`config.mk`:
```
export PLATFORM = sky130hd
export DESIGN_NAME = pafo_top
export DESIGN_NICKNAME = d
export VERILOG_FILES = /design/src/hdl/pafo_pkg.sv /design/src/hdl/pafo_top.sv
export SDC_FILE = /design/constraint.sdc
export NUM_CORES = 1
export LEC_CHECK = 0
export BUFFER_PORTS_ARGS = -buffer_cell sky130_fd_sc_hd__buf_2
export CAP_MARGIN = 15
export CORE_AREA = 2 2 175 108
export DETAILED_ROUTE_END_ITERATION = 10
export DIE_AREA = 0 0 177 110
export GPL_TIMING_DRIVEN = 0
export PLACE_DENSITY = 0.83
export SLEW_MARGIN = 20
export SYNTH_ARGS = -nofsm -noshare
export SYNTH_HDL_FRONTEND = slang
export SYNTH_SLANG_ARGS = --single-unit
```
`constraint.sdc`:
```
create_clock -name clk_in -period 1.9 [get_ports clk_in]
set_clock_uncertainty 0.1 [all_clocks]
set_input_delay 0 -clock clk_in [delete_from_list [all_inputs] [get_ports clk_in]]
set_output_delay 0 -clock clk_in [all_outputs]
set_load 0.01 [all_outputs]
```
`src/hdl/pafo_pkg.sv`:
```
// constants, pin map and test controller states for the pin override block
// Functional notes
// - test port enabled: test pins pulled up, direction fixed, no input except on the clock pin
// - tester presents data on test-data-in; device shifts it into IR or DR
// - test-data-out driven only in shift states, else weakly pulled high
// - tester drives mode-select; device samples it for next state
// - test-port activity is timed by the test clock pin, not system clock
// - second port bit 5 input only, pull-up on; fuse programmed: not reset
// - second port bits 4 and 3 feed timer 0 and timer 1, no overrides
// - lower four analog pins of first port keep normal port control
// - third port pins are pin-change sources 16 to 23 in pin order
// - third port input-enable override is mask and group enable, value 0
// - fourth port pins 0 to 6 are pin-change sources 24 to 30
package pafo_pkg;
   localparam int PIN_COUNT = 32;
   // pin index = group base + bit
   localparam int GRP_F = 0;
   localparam int GRP_G = 8;
   localparam int GRP_H = 16;
   localparam int GRP_J = 24;
   localparam int GRP_W = 8;
   localparam int J_SRC_W = 7;
   localparam int TP_TDI = GRP_F + 7;
   localparam int TP_TDO = GRP_F + 6;
   localparam int TP_TMS = GRP_F + 5;
   localparam int TP_TCK = GRP_F + 4;
   localparam int ANA_LOW_W = 4;
   localparam int G_RST = GRP_G + 5;
   localparam int G_T0 = GRP_G + 4;
   localparam int G_T1 = GRP_G + 3;
   localparam logic FUSE_PROGRAMMED = 1'b0;
   localparam logic [3:0] TP_PINS_ALL = 4'hf;
   // test controller registers
   localparam int IR_W = 4;
   localparam int SCAN_W = 8;
   localparam logic [IR_W-1:0] IR_CAPTURE = 4'h1;
   localparam logic [IR_W-1:0] IR_BYPASS = 4'hf;
   localparam logic [IR_W-1:0] IR_RESET = 4'hf;
   localparam logic [SCAN_W-1:0] SCAN_RESET = 8'h00;
   typedef enum logic [3:0] {
      TAP_RESET = 4'h0, TAP_IDLE = 4'h1, TAP_SEL_DR = 4'h2,
      TAP_CAP_DR = 4'h3, TAP_SH_DR = 4'h4, TAP_EX1_DR = 4'h5,
      TAP_PAU_DR = 4'h6, TAP_EX2_DR = 4'h7, TAP_UPD_DR = 4'h8,
      TAP_SEL_IR = 4'h9, TAP_CAP_IR = 4'ha, TAP_SH_IR = 4'hb,
      TAP_EX1_IR = 4'hc, TAP_PAU_IR = 4'hd, TAP_EX2_IR = 4'he,
      TAP_UPD_IR = 4'hf
   } pafo_tap_t;
endpackage

```
`src/hdl/pafo_top.sv`:
```
// alternate-function override and test access controller for four pin groups
`timescale 1ns/1ps
module pafo_top (
   input wire logic clk_in,
   input wire logic reset_in,
   input wire logic test_port_enabled_in,
   input wire logic reset_pin_disable_fuse_in,
   input wire logic pin_change_group_enable_in,
   input wire logic [pafo_pkg::GRP_W-1:0] pin_change_mask_h_in,
   input wire logic [pafo_pkg::J_SRC_W-1:0] pin_change_mask_j_in,
   input wire logic [pafo_pkg::PIN_COUNT-1:0] reg_pullup_in,
   input wire logic [pafo_pkg::PIN_COUNT-1:0] reg_dir_in,
   input wire logic [pafo_pkg::PIN_COUNT-1:0] reg_out_in,
   input wire logic [pafo_pkg::PIN_COUNT-1:0] reg_die_in,
   input wire logic [pafo_pkg::PIN_COUNT-1:0] pin_level_in,
   output logic [pafo_pkg::PIN_COUNT-1:0] pin_pullup_out,
   output logic [pafo_pkg::PIN_COUNT-1:0] pin_oe_out,
   output logic [pafo_pkg::PIN_COUNT-1:0] pin_drive_out,
   output logic [pafo_pkg::PIN_COUNT-1:0] pin_die_out,
   output logic [pafo_pkg::PIN_COUNT-1:0] pin_din_out,
   output logic reset_request_out,
   output logic timer0_count_input_out,
   output logic timer1_count_input_out,
   output logic [pafo_pkg::GRP_W-1:0] pin_change_source_h_out,
   output logic [pafo_pkg::J_SRC_W-1:0] pin_change_source_j_out,
   output logic [pafo_pkg::IR_W-1:0] instruction_out,
   output logic [pafo_pkg::SCAN_W-1:0] scan_data_out
);
   import pafo_pkg::*;

   logic [PIN_COUNT-1:0] sync1_ff;
   logic [PIN_COUNT-1:0] sync2_ff;
   logic tck_prev_ff;
   logic tck_rise;
   logic tck_fall;
   logic tms_s;
   logic tdi_s;
   pafo_tap_t tap_state_ff;
   pafo_tap_t nxt_tap_state;
   logic [IR_W-1:0] ir_shift_ff;
   logic [IR_W-1:0] ir_ff;
   logic [SCAN_W-1:0] scan_shift_ff;
   logic bypass_ff;
   logic tdo_ff;
   logic shifting;
   logic [PIN_COUNT-1:0] pu_oe;
   logic [PIN_COUNT-1:0] pu_ov;
   logic [PIN_COUNT-1:0] dd_oe;
   logic [PIN_COUNT-1:0] dd_ov;
   logic [PIN_COUNT-1:0] pv_oe;
   logic [PIN_COUNT-1:0] pv_ov;
   logic [PIN_COUNT-1:0] die_oe;
   logic [PIN_COUNT-1:0] die_ov;

   ////////////////////////////////////////////////////////////////////////
   // pins arrive from outside: two flops before anything looks at them
   always_ff @(posedge clk_in) begin
      if (reset_in) begin
         sync1_ff <= '0;
         sync2_ff <= '0;
      end else begin
         sync1_ff <= pin_level_in;
         sync2_ff <= sync1_ff;
      end
   end

   // test clock edges become one-cycle enables, so it must run well below
   // a quarter of the system clock
   always_ff @(posedge clk_in) begin
      if (reset_in) begin
         tck_prev_ff <= 1'b0;
      end else begin
         tck_prev_ff <= sync2_ff[TP_TCK];
      end
   end

   assign tck_rise = sync2_ff[TP_TCK] & ~tck_prev_ff;
   assign tck_fall = ~sync2_ff[TP_TCK] & tck_prev_ff;
   assign tms_s = sync2_ff[TP_TMS];
   assign tdi_s = sync2_ff[TP_TDI];
   assign shifting = (tap_state_ff == TAP_SH_IR) ||
                     (tap_state_ff == TAP_SH_DR);

   ////////////////////////////////////////////////////////////////////////
   // controller next state from the sampled mode-select level
   always_comb begin
      nxt_tap_state = tap_state_ff;
      unique case (tap_state_ff)
         TAP_RESET:  nxt_tap_state = tms_s ? TAP_RESET : TAP_IDLE;
         TAP_IDLE:   nxt_tap_state = tms_s ? TAP_SEL_DR : TAP_IDLE;
         TAP_SEL_DR: nxt_tap_state = tms_s ? TAP_SEL_IR : TAP_CAP_DR;
         TAP_CAP_DR: nxt_tap_state = tms_s ? TAP_EX1_DR : TAP_SH_DR;
         TAP_SH_DR:  nxt_tap_state = tms_s ? TAP_EX1_DR : TAP_SH_DR;
         TAP_EX1_DR: nxt_tap_state = tms_s ? TAP_UPD_DR : TAP_PAU_DR;
         TAP_PAU_DR: nxt_tap_state = tms_s ? TAP_EX2_DR : TAP_PAU_DR;
         TAP_EX2_DR: nxt_tap_state = tms_s ? TAP_UPD_DR : TAP_SH_DR;
         TAP_UPD_DR: nxt_tap_state = tms_s ? TAP_SEL_DR : TAP_IDLE;
         TAP_SEL_IR: nxt_tap_state = tms_s ? TAP_RESET : TAP_CAP_IR;
         TAP_CAP_IR: nxt_tap_state = tms_s ? TAP_EX1_IR : TAP_SH_IR;
         TAP_SH_IR:  nxt_tap_state = tms_s ? TAP_EX1_IR : TAP_SH_IR;
         TAP_EX1_IR: nxt_tap_state = tms_s ? TAP_UPD_IR : TAP_PAU_IR;
         TAP_PAU_IR: nxt_tap_state = tms_s ? TAP_EX2_IR : TAP_PAU_IR;
         TAP_EX2_IR: nxt_tap_state = tms_s ? TAP_UPD_IR : TAP_SH_IR;
         TAP_UPD_IR: nxt_tap_state = tms_s ? TAP_SEL_DR : TAP_IDLE;
      endcase
   end

   // controller held in reset while the port is disabled
   always_ff @(posedge clk_in) begin
      if (reset_in || !test_port_enabled_in) begin
         tap_state_ff <= TAP_RESET;
      end else if (tck_rise) begin
         tap_state_ff <= nxt_tap_state;
      end
   end

   ////////////////////////////////////////////////////////////////////////
   // instruction path: capture, shift on rising edge, update on falling
   always_ff @(posedge clk_in) begin
      if (reset_in || !test_port_enabled_in) begin
         ir_shift_ff <= IR_RESET;
         ir_ff <= IR_RESET;
      end else begin
         if (tck_rise && tap_state_ff == TAP_CAP_IR) begin
            ir_shift_ff <= IR_CAPTURE;
         end else if (tck_rise && tap_state_ff == TAP_SH_IR) begin
            ir_shift_ff <= {tdi_s, ir_shift_ff[IR_W-1:1]};
         end
         if (tck_fall && tap_state_ff == TAP_UPD_IR) begin
            ir_ff <= ir_shift_ff;
         end
      end
   end

   // data path: bypass bit for the bypass code, scan chain otherwise
   always_ff @(posedge clk_in) begin
      if (reset_in || !test_port_enabled_in) begin
         bypass_ff <= 1'b0;
         scan_shift_ff <= SCAN_RESET;
      end else if (tck_rise) begin
         if (tap_state_ff == TAP_CAP_DR) begin
            bypass_ff <= 1'b0;
            scan_shift_ff <= scan_data_out;
         end else if (tap_state_ff == TAP_SH_DR) begin
            if (ir_ff == IR_BYPASS) begin
               bypass_ff <= tdi_s;
            end else begin
               scan_shift_ff <= {tdi_s, scan_shift_ff[SCAN_W-1:1]};
            end
         end
      end
   end

   // scan result and instruction seen by the rest of the chip
   always_ff @(posedge clk_in) begin
      if (reset_in || !test_port_enabled_in) begin
         scan_data_out <= SCAN_RESET;
         instruction_out <= IR_RESET;
      end else begin
         instruction_out <= ir_ff;
         if (tck_fall && tap_state_ff == TAP_UPD_DR &&
             ir_ff != IR_BYPASS) begin
            scan_data_out <= scan_shift_ff;
         end
      end
   end

   // serial output changes on the falling edge so the tester samples it
   // stably on the next rising edge
   always_ff @(posedge clk_in) begin
      if (reset_in) begin
         tdo_ff <= 1'b1;
      end else if (tck_fall && shifting) begin
         if (tap_state_ff == TAP_SH_IR) begin
            tdo_ff <= ir_shift_ff[0];
         end else if (ir_ff == IR_BYPASS) begin
            tdo_ff <= bypass_ff;
         end else begin
            tdo_ff <= scan_shift_ff[0];
         end
      end
   end

   ////////////////////////////////////////////////////////////////////////
   // override enables and values for every pin
   always_comb begin
      pu_oe = '0;
      pu_ov = '0;
      dd_oe = '0;
      dd_ov = '0;
      pv_oe = '0;
      pv_ov = '0;
      die_oe = '0;
      die_ov = '0;
      // test pins; lower analog pins and timer pins keep all zeros
      pu_oe[TP_TCK +: 4] = {4{test_port_enabled_in}};
      pu_ov[TP_TCK +: 4] = TP_PINS_ALL;
      dd_oe[TP_TCK +: 4] = {4{test_port_enabled_in}};
      die_oe[TP_TCK +: 4] = {4{test_port_enabled_in}};
      die_ov[TP_TCK] = 1'b1; // clock pin keeps its input
      dd_ov[TP_TDO] = shifting;
      pv_oe[TP_TDO] = test_port_enabled_in;
      pv_ov[TP_TDO] = tdo_ff;
      // reset pin: input only, pull-up always on
      pu_oe[G_RST] = 1'b1;
      pu_ov[G_RST] = 1'b1;
      dd_oe[G_RST] = 1'b1;
      pv_oe[G_RST] = 1'b1;
      // pin-change groups disable their digital input when armed
      die_oe[GRP_H +: GRP_W] =
         pin_change_mask_h_in & {GRP_W{pin_change_group_enable_in}};
      die_oe[GRP_J +: J_SRC_W] =
         pin_change_mask_j_in & {J_SRC_W{pin_change_group_enable_in}};
   end

   // one override mux per pin and per control, all registered
   generate
      for (genvar i = 0; i < PIN_COUNT; i++) begin : g_pin
         always_ff @(posedge clk_in) begin
            if (reset_in) begin
               pin_pullup_out[i] <= 1'b0;
               pin_oe_out[i] <= 1'b0;
               pin_drive_out[i] <= 1'b0;
               pin_die_out[i] <= 1'b0;
               pin_din_out[i] <= 1'b0;
            end else begin
               pin_pullup_out[i] <=
                  pu_oe[i] ? pu_ov[i] : reg_pullup_in[i];
               pin_oe_out[i] <=
                  dd_oe[i] ? dd_ov[i] : reg_dir_in[i];
               pin_drive_out[i] <=
                  pv_oe[i] ? pv_ov[i] : reg_out_in[i];
               pin_die_out[i] <=
                  die_oe[i] ? die_ov[i] : reg_die_in[i];
               pin_din_out[i] <= sync2_ff[i] &
                                 (die_oe[i] ? die_ov[i] : reg_die_in[i]);
            end
         end
      end
   endgenerate

   ////////////////////////////////////////////////////////////////////////
   // alternate inputs routed to reset, timers and pin-change detector
   always_ff @(posedge clk_in) begin
      if (reset_in) begin
         reset_request_out <= 1'b0;
         timer0_count_input_out <= 1'b0;
         timer1_count_input_out <= 1'b0;
         pin_change_source_h_out <= '0;
         pin_change_source_j_out <= '0;
      end else begin
         // reset pin is active low; a programmed fuse makes it plain input
         reset_request_out <= (reset_pin_disable_fuse_in != FUSE_PROGRAMMED)
                              && !sync2_ff[G_RST];
         timer0_count_input_out <= sync2_ff[G_T0];
         timer1_count_input_out <= sync2_ff[G_T1];
         pin_change_source_h_out <= sync2_ff[GRP_H +: GRP_W];
         pin_change_source_j_out <= sync2_ff[GRP_J +: J_SRC_W];
      end
   end
endmodule

```
Word-level counts from Yosys, hierarchy flattened
Cells that the tools add are included.

word-level totals
  flip-flop bits (word level) = 275
  bits of input ports = 180
  output and inout bits = 190
  logic and storage cells = 302

operators by class
  equality and inequality tests = 18
  mux-type cells = 49
  bitwise operators = 38
  reduce and logical (&&, ||, !) cells = 22

operator list
  cell                                                 number
  case mux 4 bit (12 select lines)                     1
  equality test 4 bit, second input constant           9
  bitwise AND 1 bit                                    34
  two-way mux 1 bit                                    34
  two-way mux 4 bit                                    6
  two-way mux 8 bit                                    3
  equality test 4 x 3 -> 1 bit, second input constant  4
  bitwise AND 8 bit                                    1
  equality test 4 x 2 -> 1 bit, second input constant  2
  OR reduction 2 bit                                   4
  bitwise AND 7 bit                                    1
  logical AND 1 bit                                    7
  two-way mux 2 bit                                    3
  two-way mux 3 bit                                    2
  AND reduction 3 bit                                  2
  nonzero test 2 bit                                   3
  equality test 4 x 1 -> 1 bit, second input constant  1
  zero test 4 bit                                      1
  inequality test 4 bit, second input constant         1
  OR reduction 3 bit                                   1
  zero test 1 bit                                      2
  logical OR 1 bit                                     2
  inequality test 2 bit, second input constant         1
  NOT 1 bit                                            2

Longest topological paths before layout
Gate-level depths: netlist (run 1).

  word-level depth = 5
  mapped depth = 6
  mapped depth without buffers = 4

Worst setup path after synthesis (run 1)
Ideal clock, no wire load.

  path kind = register to register
  from = register tap_state_ff[2]
  to = register scan_data_out[0] (netlist name)
  setup time = 0.128 ns
  arrival time = 1.468 ns
  path slack = 0.204 ns
  stages on the path, launching flop included = 7
  path buffers = 2
  period minus slack after synthesis = 1.696 ns
  cells stage by stage = dfxtp_1 buf_6 or3_1 or4_1 buf_4 mux2i_1 nor2_1

on the way
  cells in the longest elaborated chain, start to end = 3

ends and longest elaborated chain
  element                         RTL line         RTL
  start: declaration              pafo_top.sv:38   pafo_tap_t tap_state_ff;
  start signal: assignment        pafo_top.sv:113  tap_state_ff <= nxt_tap_state;
  equality test 4 bit             pafo_top.sv:161  if (tck_fall && tap_state_ff == TAP_UPD_DR &&
  logical AND 1 bit (2 in a row)  pafo_top.sv:161
  end signal: assignment          pafo_top.sv:163  scan_data_out <= scan_shift_ff;
  end: declaration                pafo_top.sv:27   output logic [pafo_pkg::SCAN_W-1:0] scan_data_out

Every way passes these cells.
A chain may end at the register's enable or synchronous reset.

Worst setup path after layout (run 1)
  from = register tap_state_ff[2]
  to = register scan_shift_ff[5]

on the way
  cells in the longest elaborated chain, start to end = 3
  elaborated cells on any way between the ends = 6
  classes of those cells = eq/ne (3); mux (1); reduce/logical (2)

ends and longest elaborated chain
  element                                                                              RTL line                          RTL
  equality test 4 x 2 -> 1 bit / equality test 4 x 3 -> 1 bit (equally long branches)  pafo_top.sv:141, pafo_top.sv:144
  inequality test 2 bit (no line) / nonzero test 2 bit (equally long branches)         -
  AND reduction 3 bit (no line)                                                        -
  end signal: assignment                                                               pafo_top.sv:143                   scan_shift_ff <= scan_data_out;
  end signal: assignment                                                               pafo_top.sv:148                   scan_shift_ff <= {tdi_s, scan_shift_ff[SCAN_W-1:1]};
  end: declaration                                                                     pafo_top.sv:42                    logic [SCAN_W-1:0] scan_shift_ff;

Several ways; a longest one is shown, not always the timed one.

==> results.sh, run 1 <==
export IMPL_status="finished, final reports clean"
export IMPL_max_cap_violations=0
export IMPL_ys_ff_latch=275
export IMPL_ios=370
export IMPL_via_per_inst=4.647
export IMPL_crit_type="reg2reg"
export IMPL_clock_latency_ns=0.51
export IMPL_synth_area_um2=8122
export IMPL_arrival_ns=2.13
export IMPL_total_power_mw=12.28
export IMPL_dp_final_hpwl_um=15810
export IMPL_start_util_pct=45.55
export IMPL_synth_main_ff_cell="dfxtp_1"
export IMPL_min_period_over_period_pct=98.15
export IMPL_fmax_mhz=536.2
export IMPL_grt_pass1_vias=7537
export IMPL_die_w_um=177
export IMPL_die_height_um=110
export IMPL_fin_ws_ns=0.03507
export IMPL_nFillCells=1131
export IMPL_p_leak_nw=6.064
export IMPL_multi_input_area_um2=2457
export IMPL_grt_max_degree=17
export IMPL_wl_per_cell_um=17.72
export IMPL_cts_clk_slew_worst_paths_ns=0.07
export IMPL_drive_gt1_share_pct=32.23
export IMPL_seq_area_um2=5508
export IMPL_synth_most_common_cell="dfxtp_1"
export IMPL_clock_sinks=275
export IMPL_drt_iter0_drc=338
export IMPL_r2r_cells=5
export IMPL_fin_setup_tns_ns=0
export IMPL_powerDensity_nw_per_um2=953.5
export IMPL_synth_seq_area_share_pct=67.79
export IMPL_cts_made_buffers=25
export IMPL_crit_path_end_kind="flip-flop"
export IMPL_grt_pass1_wl_um=40020
export IMPL_hold_viol_final=0
export IMPL_slew_headroom_pct=51.64
export IMPL_worstSetupStartpointType="flip-flop"
export IMPL_cts_tree="built"
export IMPL_avgSynthCellArea_um2=11.36
export IMPL_overflow=0
export IMPL_clockBufferDepth=3
export IMPL_report_final_slew_viol_count=0
export IMPL_cp_startpoint="tap_state_ff[2]"
export IMPL_hold_start="reset_in"
export IMPL_area_growth_pct=58.57
export IMPL_fin_crit_ns=1.865
export IMPL_synth_top_area_cell="dfxtp_1"
export IMPL_synth_edf_count=0
export IMPL_drc=0
export IMPL_hold_ws_ns=0.06360
export IMPL_synth_cells=715
export IMPL_place_area_um2=10240
export IMPL_setup_viol=0
export IMPL_r2r_start="tap_state_ff[2]"
export IMPL_final_core_util_pct=72.23
export IMPL_final_area_um2=12880
export IMPL_hold_path_end="pin_pullup_out[30]"
export IMPL_synth_top_area_share_pct=67.79
export IMPL_dieArea_um2=19470
export IMPL_yosys_warnings=0
export IMPL_crit_required_ns=2.17
export IMPL_vias=7165
export IMPL_grtUsageTotal_pct=26.84
export IMPL_core_area_um2=17830
export IMPL_h_tree_depth=1
export IMPL_rrSetupSlack_ns=0.04
export IMPL_path_max_fanout=10
export IMPL_ys_top_cells_by_count="dfxtp_1 (275), nor2b_1 (187), and2_1 (35), clkbuf_1 (34), nor2_1 (29)"
export IMPL_antenna_found_initial=2
export IMPL_hold_class="in2reg"
export IMPL_cts_setup_buffers=0
export IMPL_synthDistinctLibCells=45
export IMPL_async_reset_ff_share_pct=0
export IMPL_synthTopCellsByArea="dfxtp_1 (68%), nor2b_1 (14%), and2_1 (2.7%)"
export IMPL_ant_nets=0
export IMPL_port_buffers=363
export IMPL_hold_depth=3
export IMPL_fin_nets=1462
export IMPL_peakVddDrop_mv=0.6641
export IMPL_r2r_end="scan_shift_ff[5]"
export IMPL_finalWeightedCongestion=0.8488
export IMPL_place_inst=1319
export IMPL_cts_root_buf="clkbuf_16"
export IMPL_first_pass_iters=5
export IMPL_dpl_worst_slack_ns=-0.1357
export IMPL_tightestPinTransition_ns=0.7254
export IMPL_core_rowCount=38
export IMPL_final_cells=1542
export IMPL_drt_wl_total_um=27320
==> logic make-up (layout without fill, tap and decap cells) <==
group | after synthesis | in the layout | synth area share (%)
AOI/OAI and AO/OA | 50 | 50 | 4.237
and+or+nand+nor | 335 | 335 | 24.28
muxes | 11 | 11 | 1.356
buffers and inverters | 42 | 626 | 2.188
xor gates and xnor gates | 1 | 1 | 0.1079
DFF | 275 | 275 | 67.79
other | 1 | 4 | 0.04617
==> cell usage in the layout (no fill, tap or decap), drive strengths merged, types with 3 or more instances in the layout <==
| cell type | Yosys | final |
|---|---|---|
| clkinvlp | 0 | 3 |
| clkinv | 0 | 4 |
| nor3 | 10 | 10 |
| dfxtp | 275 | 275 |
| and3 | 18 | 18 |
| dlygate4sd3 | 0 | 177 |
| nand2 | 25 | 25 |
| nor2b | 187 | 187 |
| a21oi | 12 | 12 |
| and2 | 35 | 35 |
| mux2i | 11 | 11 |
| a2111oi | 8 | 8 |
| a221o | 3 | 3 |
| nand2b | 8 | 8 |
| nor2 | 29 | 29 |
| and2b | 4 | 4 |
| clkbuf | 34 | 67 |
| o21ai | 11 | 11 |
| a211oi | 4 | 4 |
| buf | 5 | 368 |
| nand3 | 5 | 5 |
| inv | 3 | 5 |
==> registers in the layout (all words and copies together), names as in the netlist, 7 cells and up <==
register and cells:
pin_din_out 32, pin_pullup_out 32, pin_die_out 32, pin_change_source_h_out 8
scan_data_out 8, sync1_ff 32, pin_change_source_j_out 7, pin_oe_out 31
sync2_ff 32, pin_drive_out 31, scan_shift_ff 8
==> layout make-up <==
cell class,instances,share of cell area (%)
sequential,275,42.77
timing repair buffer,540,27.86
multi-input combinational,399,19.08
clock buffer,34,5.586
tap,240,2.332
buffer,38,1.312
clock inverter,11,0.9327
inverter,3,0.08744
antenna,2,0.03886
==> power breakdown <==
part	internal (mW)	leakage [nW]	switching (mW)	total, mW
combinational	0.606	3.39	0.498	1.10
clock	2.94	0.408	2.17	5.11
sequential	5.99	2.27	0.0754	6.07
==> worst max-delay path: stages (launching register included) <==
cell,delay [ns]
dfxtp_1,0.32
buf_6,0.13
or3b_1,0.42
o21a_1,0.30
a2111oi_0,0.35
nor3_1,0.11
==> routing by layer <==
metal  track usage [%]  wire (um)  share of wire, %  up-vias
li1                  -          -                 -     3433
met1             28.93      10330                38     3358
met2             51.11      13990                51      311
met3             7.990       2177               8.0       63
met4             8.205        824               3.0        0
met5                 0          0                 0        -
==> how the worst max path moves through the flow <==
| stage | end | slack, ns | cells past startpoint |
|---|---|---|---|
| 6_report | scan_shift_ff[5] | 0.04 | 5 |
| 5_1_grt | scan_data_out[3] | -0.005 | 6 |
| 3_3_place_gp | sync1_ff[13] | -0.12 | 4 |
| 3_5_place_dp | pin_pullup_out[6] | -0.14 | 4 |
| 4_1_cts | pin_din_out[20] | 0.02 | 6 |
| 2_1_floorplan | scan_data_out[0] | 0.20 | 6 |
==> what timing repair did <==
item / 4_1_cts / 5_1_grt
gates resized for setup: 1 / 13
hold buffers: 176 / 1
hold endpoints to repair: 192 / 2
setup endpoints to repair: 1 / 27
Power figures use the tool's default switching activity.
==> inputs of run 2 (changes only) <==
--- a/config.mk
+++ b/config.mk
@@ -11,7 +11,7 @@
 export DETAILED_ROUTE_END_ITERATION = 10
 export DIE_AREA = 0 0 177 110
 export GPL_TIMING_DRIVEN = 0
-export PLACE_DENSITY = 0.83
+export PLACE_DENSITY = 0.78
 export SLEW_MARGIN = 20
 export SYNTH_ARGS = -nofsm -noshare
 export SYNTH_HDL_FRONTEND = slang
==> results.sh, run 2 (synthesized netlist as in run 1, its figures left out) <==
export IMPL_grt_pass1_wl_um=41260
export IMPL_min_period_over_period_pct=95.41
export IMPL_tightestPinTransition_ns=0.6391
export IMPL_finalWeightedCongestion=0.8503
export IMPL_grt_max_degree=17
export IMPL_first_pass_iters=4
export IMPL_p_leak_nw=6.069
export IMPL_clockBufferDepth=3
export IMPL_crit_path_end_kind="flip-flop"
export IMPL_clock_sinks=275
export IMPL_die_height_um=110
export IMPL_wl_per_cell_um=17.91
export IMPL_fin_crit_ns=1.813
export IMPL_crit_required_ns=2.24
export IMPL_max_cap_violations=0
export IMPL_total_power_mw=12.47
export IMPL_cts_setup_buffers=0
export IMPL_cts_tree="built"
export IMPL_drt_wl_total_um=27620
export IMPL_grt_pass1_vias=7778
export IMPL_overflow=0
export IMPL_report_final_slew_viol_count=0
export IMPL_powerDensity_nw_per_um2=966.8
export IMPL_ant_nets=0
export IMPL_worstSetupStartpointType="flip-flop"
export IMPL_ios=370
export IMPL_path_max_fanout=10
export IMPL_fin_nets=1460
export IMPL_cts_root_buf="clkbuf_16"
export IMPL_antenna_found_initial=6
export IMPL_grtUsageTotal_pct=27.49
export IMPL_via_per_inst=4.632
export IMPL_core_rowCount=38
export IMPL_status="finished, final reports clean"
export IMPL_start_util_pct=45.55
export IMPL_core_area_um2=17830
export IMPL_hold_class="in2reg"
export IMPL_setup_viol=0
export IMPL_multi_input_area_um2=2462
export IMPL_cts_made_buffers=24
export IMPL_cts_clk_slew_worst_paths_ns=0.07
export IMPL_clock_latency_ns=0.51
export IMPL_dieArea_um2=19470
export IMPL_crit_type="reg2reg"
export IMPL_drive_gt1_share_pct=32.25
export IMPL_seq_area_um2=5505
export IMPL_area_growth_pct=58.77
export IMPL_slew_headroom_pct=57.39
export IMPL_dp_final_hpwl_um=15880
export IMPL_peakVddDrop_mv=0.6830
export IMPL_drc=0
export IMPL_fmax_mhz=551.6
export IMPL_vias=7142
export IMPL_hold_ws_ns=0.08456
export IMPL_die_w_um=177
export IMPL_hold_viol_final=0
export IMPL_h_tree_depth=1
export IMPL_nFillCells=1171
export IMPL_grt_setup_unrepaired="yes"
export IMPL_final_cell_mix="buf_2 (364), dfxtp_1 (275), nor2b_1 (186)"
export IMPL_port_buffers=363
export IMPL_drt_iter0_drc=315
export IMPL_mostFrequentLayoutCell="buf_2"
export IMPL_arrival_ns=2.15
-- run 2: cell types whose count changed in the layout (fill, tap and decap cells not counted), sizes merged --
cell / delta
clkbuf: -2
clkinv: +1
inv: -1
clkinvlp: -3
bufinv: +2
diode: +4
dlygate4sd3: -1
-- run 2: path summary, 6_finish.rpt --
| kind | startpoint | endpoint | slack [ns] | depth (start not counted) |
|---|---|---|---|---|
| setup reg to reg | tap_state_ff[2] | bypass_ff | 0.09 | 5 |
| hold reg to reg | sync2_ff[13] | reset_request_out | 0.33 | 1 |
| setup / recovery | tap_state_ff[2] | bypass_ff | 0.09 | 5 |
| hold / removal | reset_in | pin_drive_out[28] | 0.08 | 3 |
-- run 2: critical path, stage by stage, from the launching register on --
cell	delay (ns)
dfxtp_1	0.33
buf_6	0.13
and4bb_2	0.31
buf_2	0.21
or4b_1	0.51
o22ai_1	0.15
-- run 2: timing repair --
item | CTS | global route
resized for setup | 1 | 16
endpoints found under the hold margin | 192 | 2
hold buffers | 175 | 1
endpoints found under the setup margin | 1 | 25
-- run 2: cell type report --
type,count,share of cell area [%]
tap,240,2.329
timing repair buffer,539,27.75
buffer,38,1.291
clock inverter,10,1.193
clock buffer,32,5.443
sequential,275,42.69
multi-input combinational,399,19.10
antenna,6,0.1164
inverter,3,0.08733
-- run 2: metrics by stage --
step	utilization [%]	setup TNS, ns	cell area, um^2	worst slack, ns	instances
CTS	72.08	0	12850	0.007613	1536
global route	72.32	-0.1610	12890	-0.06264	1542
finish	72.32	0	12890	0.08721	1542
global placement	57.45	-1.501	10240	-0.1566	1319
floorplan	-	0	8125	0.2041	716
detailed placement	57.45	-1.443	10240	-0.1365	1319
-- run 2: layer usage --
metal,track usage (%),wire [um]
met3,8.916,2257
met5,0,0
met1,29.46,10550
met4,9.740,810
met2,51.33,14000
-- run 2: power breakdown --
group / total (mW) / internal, mW / switching, mW / leakage [nW]
Combinational: 1.10 / 0.605 / 0.498 / 3.38
Clock: 5.31 / 3.14 / 2.17 / 0.427
Sequential: 6.06 / 5.99 / 0.0680 / 2.27
